`config.mk`:
```
export PLATFORM = sky130hd
export DESIGN_NAME = usb_common_control_regs
export DESIGN_NICKNAME = d
export VERILOG_FILES = /design/src/usb_common_pkg.sv /design/src/usb_common_control_regs.sv
export SDC_FILE = /design/constraint.sdc
export NUM_CORES = 1
export LEC_CHECK = 0
export ABC_AREA = 1
export BUFFER_PORTS_ARGS = -buffer_cell sky130_fd_sc_hd__buf_2
export CORE_ASPECT_RATIO = 1.75
export CORE_MARGIN = 2
export CORE_UTILIZATION = 39
export CTS_BUF_LIST = sky130_fd_sc_hd__clkbuf_8
export CTS_CLUSTER_DIAMETER = 80
export CTS_CLUSTER_SIZE = 16
export DETAILED_ROUTE_END_ITERATION = 8
export GPL_TIMING_DRIVEN = 1
export MAX_ROUTING_LAYER = met4
export PLACE_DENSITY = 0.85
export SYNTH_ARGS = -nofsm -noshare
export SYNTH_HDL_FRONTEND = slang
export SYNTH_SLANG_ARGS = --single-unit
export TNS_END_PERCENT = 1
```
`constraint.sdc`:
```
create_clock -name i_mclk -period 1.6 [get_ports i_mclk]
set_input_delay 0.24 -clock i_mclk [delete_from_list [all_inputs] [get_ports i_mclk]]
set_output_delay 0.24 -clock i_mclk [all_outputs]
set_load 0.005 [all_outputs]
```
`src/usb_common_pkg.sv`:
```
package usb_common_pkg;

  // ==========================================================================
  // Bus shape and register offsets
  localparam int unsigned ADDR_W = 8;
  localparam int unsigned DATA_W = 32;
  localparam int unsigned BE_W   = 4;

  localparam logic [7:0] OFS_USB_CONTROL_A  = 8'h00;
  localparam logic [7:0] OFS_SYNC_BUSY      = 8'h02;
  localparam logic [7:0] OFS_MEM_PRIORITY   = 8'h03;
  localparam logic [7:0] OFS_LINK_STATE     = 8'h0D;

  // ==========================================================================
  // Field positions
  localparam int unsigned CA_SOFT_RESET_BIT = 0;
  localparam int unsigned CA_ENABLE_BIT     = 1;
  localparam int unsigned CA_STANDBY_BIT    = 2;
  localparam int unsigned CA_MODE_BIT       = 7;
  localparam int unsigned SB_SOFT_RESET_BIT = 0;
  localparam int unsigned SB_ENABLE_BIT     = 1;
  localparam int unsigned PRI_CONFIG_LSB    = 0;
  localparam int unsigned PRI_DATA_LSB      = 2;
  localparam int unsigned LINK_STATE_W      = 7;

  // ==========================================================================
  // Reset values and timing
  localparam logic [7:0] CTRL_A_RESET      = 8'h00;
  localparam logic [7:0] PRIORITY_RESET    = 8'h00;
  localparam logic [6:0] LINK_STATE_RESET  = 7'h01;
  localparam int unsigned CLK_PERIOD_NS    = 20;
  localparam int unsigned SYNC_TIME_NS     = 80;
  localparam int unsigned SYNC_CYCLES      = (SYNC_TIME_NS + CLK_PERIOD_NS - 1) / CLK_PERIOD_NS;
  localparam int unsigned SYNC_CNT_W       = 3;

  // ==========================================================================
  // Link state codes, one-hot
  typedef enum logic [6:0] {
    LINK_OFF       = 7'h01,
    LINK_ON        = 7'h02,
    LINK_SUSPEND   = 7'h04,
    LINK_SLEEP     = 7'h08,
    LINK_DN_RESUME = 7'h10,
    LINK_UP_RESUME = 7'h20,
    LINK_BUS_RESET = 7'h40
  } link_state_code_t;

  // ==========================================================================
  // Host pipe descriptor bank 1 layout in RAM
  localparam logic [7:0] DESC_BANK1_OFS    = 8'h10;
  localparam logic [7:0] DESC_ADDR_OFS     = 8'h00;
  localparam logic [7:0] DESC_PKT_SIZE_OFS = 8'h04;

  typedef struct packed {
    logic        auto_zero_length;
    logic [2:0]  size_code;
    logic [13:0] multi_packet_size;
    logic [13:0] byte_count;
  } packet_size_word_t;

  // ==========================================================================
  // Carriers
  typedef struct packed {
    logic [ADDR_W-1:0] addr;
    logic [DATA_W-1:0] wdata;
    logic [BE_W-1:0]   be;
    logic              wr;
    logic              rd;
  } reg_req_t;

  typedef struct packed {
    logic       mode_host;
    logic       standby_run;
    logic       enable_active;
    logic       soft_reset;
    logic [1:0] data_priority;
    logic [1:0] config_priority;
  } ctrl_out_t;

  typedef enum logic [1:0] {
    SYNC_IDLE  = 2'b00,
    SYNC_EN    = 2'b01,
    SYNC_RESET = 2'b10
  } sync_state_t;

endpackage

```
`src/usb_common_control_regs.sv`:
```
`timescale 1ns/1ns
`default_nettype none

// How it works
// - Control bit 7 picks device operation when zero, host operation when one.
// - Standby-run bit 2 keeps USB clock in standby; changeable only while disabled.
// - Enable-protected bits take writes only while the controller is disabled.
// - Enable bit 1 reads back at once and raises busy until applied.
// - Writing one to bit 0 resets all registers and disables; zero does nothing. The link state register at 0x0D is not reset; it keeps sampling.
// - A write setting soft reset discards every other change it carries.
// - Soft reset reads one while running; it and its busy clear together.
// - Busy bit 1 at 0x02 follows the enable synchronization.
// - Busy bit 0 at 0x02 follows the soft reset synchronization.
// - Reserved bits read zero; software writes zero to them.
// - Bits 3:2 of the priority register steer data access priority.
// - Bits 1:0 of the priority register steer configuration access priority.
// - Read-only state register at 0x0D shows seven-bit link state; writes ignored.
// - Byte, halfword and word accesses each reach their own lanes.
// - Write-protected registers ignore writes while the access guard protects them.
// - Bank 1 descriptor sits 0x10 after bank 0: address, then size word.
// - Enable reads zero when disabled or disabling, one when enabled or enabling.
// - Link state uses one-hot codes 0x01 to 0x40; others reserved.
module usb_common_control_regs
  import usb_common_pkg::*;
(
  // Clock and reset
  input  wire logic                      i_mclk,
  input  wire logic                      i_resetn,
  // Register port
  input  wire usb_common_pkg::reg_req_t  i_req,
  output logic [usb_common_pkg::DATA_W-1:0] o_rdata,
  // Protection and engine status
  input  wire logic                      i_guard_protect,
  input  wire logic [6:0]                i_link_state,
  // Controls toward the controller core
  output usb_common_pkg::ctrl_out_t      o_ctrl
);

  // ==========================================================================
  // Registers
  logic              mode_host_ff;
  logic              standby_run_ff;
  logic              enable_ff;
  logic              enable_active_ff;
  logic [1:0]        data_priority_ff;
  logic [1:0]        config_priority_ff;
  logic [6:0]        link_state_ff;
  logic [DATA_W-1:0] rdata_ff;
  logic [SYNC_CNT_W-1:0] sync_cnt_ff;
  sync_state_t       sync_state_ff;
  logic              soft_reset_ff;

  logic              nxt_mode_host;
  logic              nxt_standby_run;
  logic              nxt_enable;
  logic              nxt_enable_active;
  logic [1:0]        nxt_data_priority;
  logic [1:0]        nxt_config_priority;
  logic [DATA_W-1:0] nxt_rdata;
  logic [SYNC_CNT_W-1:0] nxt_sync_cnt;
  sync_state_t       nxt_sync_state;
  logic              nxt_soft_reset;

  // ==========================================================================
  // Address decode
  localparam logic [5:0] CTRL_WORD  = OFS_USB_CONTROL_A[7:2];
  localparam logic [5:0] STATE_WORD = OFS_LINK_STATE[7:2];
  localparam int unsigned CTRL_LANE = int'(OFS_USB_CONTROL_A[1:0]);
  localparam int unsigned SYNC_LANE = int'(OFS_SYNC_BUSY[1:0]);
  localparam int unsigned PRI_LANE  = int'(OFS_MEM_PRIORITY[1:0]);
  localparam int unsigned LINK_LANE = int'(OFS_LINK_STATE[1:0]);
  localparam logic [SYNC_CNT_W-1:0] SYNC_LAST = SYNC_CNT_W'(SYNC_CYCLES - 1);

  wire ctrl_word_hit  = (i_req.addr[7:2] == CTRL_WORD);
  wire state_word_hit = (i_req.addr[7:2] == STATE_WORD);

  wire [7:0] ctrl_wbyte = i_req.wdata[CTRL_LANE*8 +: 8];
  wire [7:0] pri_wbyte  = i_req.wdata[PRI_LANE*8 +: 8];

  wire in_soft_reset = (sync_state_ff == SYNC_RESET);
  wire sync_done     = (sync_cnt_ff == SYNC_LAST);

  // The controller counts as disabled only when neither the software view nor
  // the applied enable is set, so a pending enable already locks the bits.
  wire is_disabled = !enable_ff && !enable_active_ff;

  // Write-protected registers stay frozen while the guard is active.
  // guard blocks writes
  wire wr_open = i_req.wr && !i_guard_protect && !in_soft_reset;

  wire ctrl_wr = wr_open && ctrl_word_hit && i_req.be[CTRL_LANE];
  wire pri_wr  = wr_open && ctrl_word_hit && i_req.be[PRI_LANE];

  wire soft_reset_req = ctrl_wr && ctrl_wbyte[CA_SOFT_RESET_BIT];

  wire ctrl_apply = ctrl_wr && !soft_reset_req;
  wire pri_apply  = pri_wr && !soft_reset_req;

  wire enable_write = ctrl_apply;

  wire standby_write = ctrl_apply && is_disabled;

  // ==========================================================================
  // Read data assembly
  wire [7:0] ctrl_rbyte;
  wire [7:0] sync_rbyte;
  wire [7:0] pri_rbyte;
  wire [7:0] link_rbyte;
  wire [DATA_W-1:0] ctrl_word_rd;
  wire [DATA_W-1:0] state_word_rd;
  wire [DATA_W-1:0] sel_word_rd;
  wire [DATA_W-1:0] lane_mask;

  assign ctrl_rbyte = {mode_host_ff, 4'h0, standby_run_ff, enable_ff, in_soft_reset};

  assign sync_rbyte = {6'h00, (sync_state_ff == SYNC_EN), in_soft_reset};

  assign pri_rbyte  = {4'h0, data_priority_ff, config_priority_ff};

  assign link_rbyte = {1'b0, link_state_ff};

  assign ctrl_word_rd = {pri_rbyte, sync_rbyte, 8'h00, ctrl_rbyte};
  assign state_word_rd = {16'h0000, link_rbyte, 8'h00};

  // Unmapped words answer zero.
  assign sel_word_rd = ctrl_word_hit  ? ctrl_word_rd  :
                       state_word_hit ? state_word_rd :
                       32'h0000_0000;

  // lanes outside the access read zero
  genvar lane;
  generate
    for (lane = 0; lane < BE_W; lane = lane + 1) begin : g_lane
      assign lane_mask[lane*8 +: 8] = i_req.be[lane] ? 8'hFF : 8'h00;
    end
  endgenerate

  assign nxt_rdata = i_req.rd ? (sel_word_rd & lane_mask) : 32'h0000_0000;

  // ==========================================================================
  // Control field next values
  always_comb begin
    nxt_mode_host       = mode_host_ff;
    nxt_standby_run     = standby_run_ff;
    nxt_enable          = enable_ff;
    nxt_data_priority   = data_priority_ff;
    nxt_config_priority = config_priority_ff;
    if (soft_reset_req) begin
      nxt_mode_host       = CTRL_A_RESET[CA_MODE_BIT];
      nxt_standby_run     = CTRL_A_RESET[CA_STANDBY_BIT];
      nxt_enable          = CTRL_A_RESET[CA_ENABLE_BIT];
      nxt_data_priority   = PRIORITY_RESET[PRI_DATA_LSB +: 2];
      nxt_config_priority = PRIORITY_RESET[PRI_CONFIG_LSB +: 2];
    end else begin
      if (ctrl_apply) begin
        nxt_mode_host = ctrl_wbyte[CA_MODE_BIT];
        nxt_enable    = ctrl_wbyte[CA_ENABLE_BIT];
      end
      if (standby_write) begin
        nxt_standby_run = ctrl_wbyte[CA_STANDBY_BIT];
      end
      if (pri_apply) begin
        nxt_data_priority   = pri_wbyte[PRI_DATA_LSB +: 2];
        nxt_config_priority = pri_wbyte[PRI_CONFIG_LSB +: 2];
      end
    end
  end

  // ==========================================================================
  // Synchronization sequencer
  // The core sees enable only after a fixed crossing delay; soft reset reaches it the next cycle and holds for that delay.
  // A new enable write while one is pending restarts the wait, so the busy
  // flag never drops before the latest value has arrived.
  always_comb begin
    nxt_sync_state    = sync_state_ff;
    nxt_sync_cnt      = sync_cnt_ff;
    nxt_enable_active = enable_active_ff;
    unique case (sync_state_ff)
      SYNC_IDLE: begin
        nxt_sync_cnt = '0;
        if (soft_reset_req) begin
          nxt_sync_state    = SYNC_RESET;
          nxt_enable_active = 1'b0;
        end else if (enable_write) begin
          nxt_sync_state = SYNC_EN;
        end
      end
      SYNC_EN: begin
        if (soft_reset_req) begin
          nxt_sync_state    = SYNC_RESET;
          nxt_sync_cnt      = '0;
          nxt_enable_active = 1'b0;
        end else if (enable_write) begin
          nxt_sync_cnt = '0;
        end else if (sync_done) begin
          nxt_sync_state    = SYNC_IDLE;
          nxt_enable_active = enable_ff;
          nxt_sync_cnt      = '0;
        end else begin
          nxt_sync_cnt = sync_cnt_ff + 1'b1;
        end
      end
      SYNC_RESET: begin
        nxt_enable_active = 1'b0;
        if (sync_done) begin
          nxt_sync_state = SYNC_IDLE;
          nxt_sync_cnt   = '0;
        end else begin
          nxt_sync_cnt = sync_cnt_ff + 1'b1;
        end
      end
      default: begin
        nxt_sync_state = SYNC_IDLE;
        nxt_sync_cnt   = '0;
      end
    endcase
  end

  // The reset level toward the core is kept in its own flop so the output
  // carries no decode logic.
  assign nxt_soft_reset = (nxt_sync_state == SYNC_RESET);

  // ==========================================================================
  // State registers
  always_ff @(posedge i_mclk) begin
    if (!i_resetn) begin
      mode_host_ff <= CTRL_A_RESET[CA_MODE_BIT];
    end else begin
      mode_host_ff <= nxt_mode_host;
    end
  end

  always_ff @(posedge i_mclk) begin
    if (!i_resetn) begin
      standby_run_ff <= CTRL_A_RESET[CA_STANDBY_BIT];
    end else begin
      standby_run_ff <= nxt_standby_run;
    end
  end

  always_ff @(posedge i_mclk) begin
    if (!i_resetn) begin
      enable_ff <= CTRL_A_RESET[CA_ENABLE_BIT];
    end else begin
      enable_ff <= nxt_enable;
    end
  end

  always_ff @(posedge i_mclk) begin
    if (!i_resetn) begin
      enable_active_ff <= 1'b0;
    end else begin
      enable_active_ff <= nxt_enable_active;
    end
  end

  always_ff @(posedge i_mclk) begin
    if (!i_resetn) begin
      data_priority_ff <= PRIORITY_RESET[PRI_DATA_LSB +: 2];
    end else begin
      data_priority_ff <= nxt_data_priority;
    end
  end

  always_ff @(posedge i_mclk) begin
    if (!i_resetn) begin
      config_priority_ff <= PRIORITY_RESET[PRI_CONFIG_LSB +: 2];
    end else begin
      config_priority_ff <= nxt_config_priority;
    end
  end

  always_ff @(posedge i_mclk) begin
    if (!i_resetn) begin
      sync_state_ff <= SYNC_IDLE;
    end else begin
      sync_state_ff <= nxt_sync_state;
    end
  end

  always_ff @(posedge i_mclk) begin
    if (!i_resetn) begin
      sync_cnt_ff <= '0;
    end else begin
      sync_cnt_ff <= nxt_sync_cnt;
    end
  end

  always_ff @(posedge i_mclk) begin
    if (!i_resetn) begin
      soft_reset_ff <= 1'b0;
    end else begin
      soft_reset_ff <= nxt_soft_reset;
    end
  end

  always_ff @(posedge i_mclk) begin
    if (!i_resetn) begin
      link_state_ff <= LINK_STATE_RESET;
    end else begin
      link_state_ff <= i_link_state;
    end
  end

  // Read data stands for exactly one cycle after the read strobe.
  always_ff @(posedge i_mclk) begin
    if (!i_resetn) begin
      rdata_ff <= 32'h0000_0000;
    end else begin
      rdata_ff <= nxt_rdata;
    end
  end

  // ==========================================================================
  // Outputs
  assign o_rdata = rdata_ff;

  assign o_ctrl = '{
    mode_host:       mode_host_ff,
    standby_run:     standby_run_ff,
    enable_active:   enable_active_ff,
    soft_reset:      soft_reset_ff,
    data_priority:   data_priority_ff,
    config_priority: config_priority_ff
  };

endmodule

`default_nettype wire

```
==> results.ini <==
[worst_setup_path]
r2r_cells = 9
critPathRequiredTime_ns = 1.80
reg2reg_to = data_priority_ff[1]
cp.arrival_ns = 1.71
end_kind = register
worstSetupStartpointType = register
criticalPathCategory = register to register
regToRegStartpoint = sync_state_ff[0]
rrSetupSlack_ns = 0.09
cp_max_fo = 8

[place]
placed_area_um2 = 1930
dp_hpwl_um = 2650
dp_slack_ns = -0.0884
portBuffers = 54
place_congestion = 0.808
dp_cells = 292

[sta]
setup_viol = 0
hold_viol_final = 0
final.setup_skew_ns = 0.00298
max_freq_ghz = 0.660
holdWs_ns = 0.130
timing.final.crit_share = 0.947
setup_ws_ns = 0.0854
finalCriticalPeriod_ns = 1.51
slew_violations = 0

[route]
dr.first_iter.drc_count = 26
viasPerCell = 4.71
routed_wl_um = 3630
drt_first_pass_iters = 4
wl_per_cell_um = 12.1
num_vias = 1408
antenna_left = 0
drc_errors = 0

[power_and_ir_drop]
p_per_area_nw_per_um2 = 897
ir_drop_mv = 0.551
p_leak_nw = 1.03

[cts]
cts_tree = done
cts_max_path_buffers = 2
insertion_delay_ns = 0.29
cts_num_sinks = 38
cts-root-buf = clkbuf_8
cts_htree_levels = 2
cts.reportedPaths.clkPinSlew_ns = 0.07
cts_buffers = 5
cts_setup_buffers = 0

[logic_synthesis]
yosysWarnings = 0
synthCells = 187
syn_avg_cell_area_um2 = 8.70
ys_types = 25
ys_ff_latch = 38
syn_area_um2 = 1630
seq_area_frac_synth = 0.467

[floorplanning]
die-width_um = 52.8
ios = 96
core_area_um2 = 4070
floorplan.initialDensity = 0.400
core.rowCount = 31
die_height_um = 89.5
dieArea_um2 = 4730

[worst_hold_path]
hold_start = i_link_state[1]
hold_depth = 3
holdPathEnd = link_state_ff[1]
hp-class = input port to register

[finish]
antennaDiodeCount = 0
syn_to_final_growth_pct = 29.5
final_area_um2 = 2110
nNetsFinal = 311
layout_common_cells = buf_2 (54), dfxtp_1 (37), nand2_1 (23)
final_common_cell = buf_2
drive_gt1_frac = 0.400
final_cells = 299
post-route-util = 0.518

[grt]
grtUsageTotal = 0.162
antenna_found_initial = 0
grt_pass1_wl_um = 5460
grt-ovfl-total = 0
grt_pass1_vias = 1350
grt_max_degree = 12

[outcome]
outcome = finished, final reports clean

[flow_run]
maxCapViolCount = 0

-- how the worst max path moves through the flow --
stage / depth (start not counted) / slack [ns] / from / endpoint
after floorplan: 12 / 0.04 / sync_state_ff[0] / soft_reset_ff
after global placement: 12 / -0.02 / sync_state_ff[0] / soft_reset_ff
after detailed placement: 12 / -0.09 / sync_state_ff[0] / soft_reset_ff
after CTS: 12 / 0.007 / sync_state_ff[0] / soft_reset_ff
after global routing: 11 / -0.000005 / sync_state_ff[0] / soft_reset_ff
final: 9 / 0.09 / sync_state_ff[0] / data_priority_ff[1]
-- cells by family (layout without fill, tap and decap cells) --
kind of cell             count (synthesis)  in the layout  share of synthesized area
adder cells (fa/ha/maj)                  5              5                     0.0384
AO/OA/AOI/OAI                           14             14                     0.0477
AND/OR/NAND/NOR                         83             83                      0.294
other                                    1             15                    0.00230
flip-flops                              38             38                      0.467
buffers and inverters                   46             95                      0.150
-- critical path: stages, from the launching register on --
cell and delay [ns]:
dfxtp_2 0.34, inv_2 0.05, ha_4 0.17, nor2_4 0.09
nand2_4 0.07, inv_2 0.09, nand4_4 0.18, nand3_4 0.17
nor2_1 0.07, a211oi_1 0.19
-- cell type report --
type,count,area [um^2]
clock buffer,6,82.6
clock inverter,1,30.0
fill,367,1960
inverter,26,97.6
multi-input combinational,117,744
sequential,38,762
tap,49,61.3
timing repair buffer,62,330
-- synth_stat cells, drive strengths merged --
cell | count | area, um^2
a211oi | 2 | 15.0
a21oi | 7 | 35.0
buf | 19 | 143
clkbuf | 1 | 3.75
conb | 1 | 3.75
dfxtp | 38 | 761
ha | 5 | 62.6
inv | 26 | 97.6
nand2 | 30 | 120
nand3 | 11 | 82.6
nand4 | 2 | 27.5
nor2 | 21 | 124
nor3 | 8 | 45.0
nor3b | 9 | 67.6
nor4 | 1 | 6.26
o21ai | 4 | 20.0
o21bai | 1 | 7.51
or2 | 1 | 6.26
-- metrics by stage --
step	TNS [ns]	power (W)
CTS	0	0.00189
global route	-0.00000544	0.00195
finish	0	0.00189
detailed placement	-0.262	0.00109
floorplan	0	0.00106
global placement	-0.0233	0.00108
-- power breakdown --
group          switching [W]  internal (W)  leakage, nW
Clock               0.000320      0.000498       0.0573
Combinational      0.0000694     0.0000458        0.666
Sequential        0.00000213      0.000955        0.308
-- registers in the layout (all words and copies together), names as in the netlist --
signal              cells
config_priority_ff      2
data_priority_ff        2
enable_active_ff        1
enable_ff               1
link_state_ff           7
mode_host_ff            1
o_rdata                17
soft_reset_ff           1
standby_run_ff          1
sync_cnt_ff             3
sync_state_ff           2
-- timing repair --
item	4_1_cts	5_1_grt
hold buffers	0	0
pin swaps	3	7
setup endpoints to repair	9	11
gates resized for setup	6	13
-- metal layers --
layer	vias up	routed length, um	global-route usage
li1	681	-	-
met1	642	1200	0.136
met2	71	2030	0.316
met3	14	261	0.0234
met4	0	128	0.100
met5	-	0	-
Note: power is estimated with default switching activity, not from simulation.
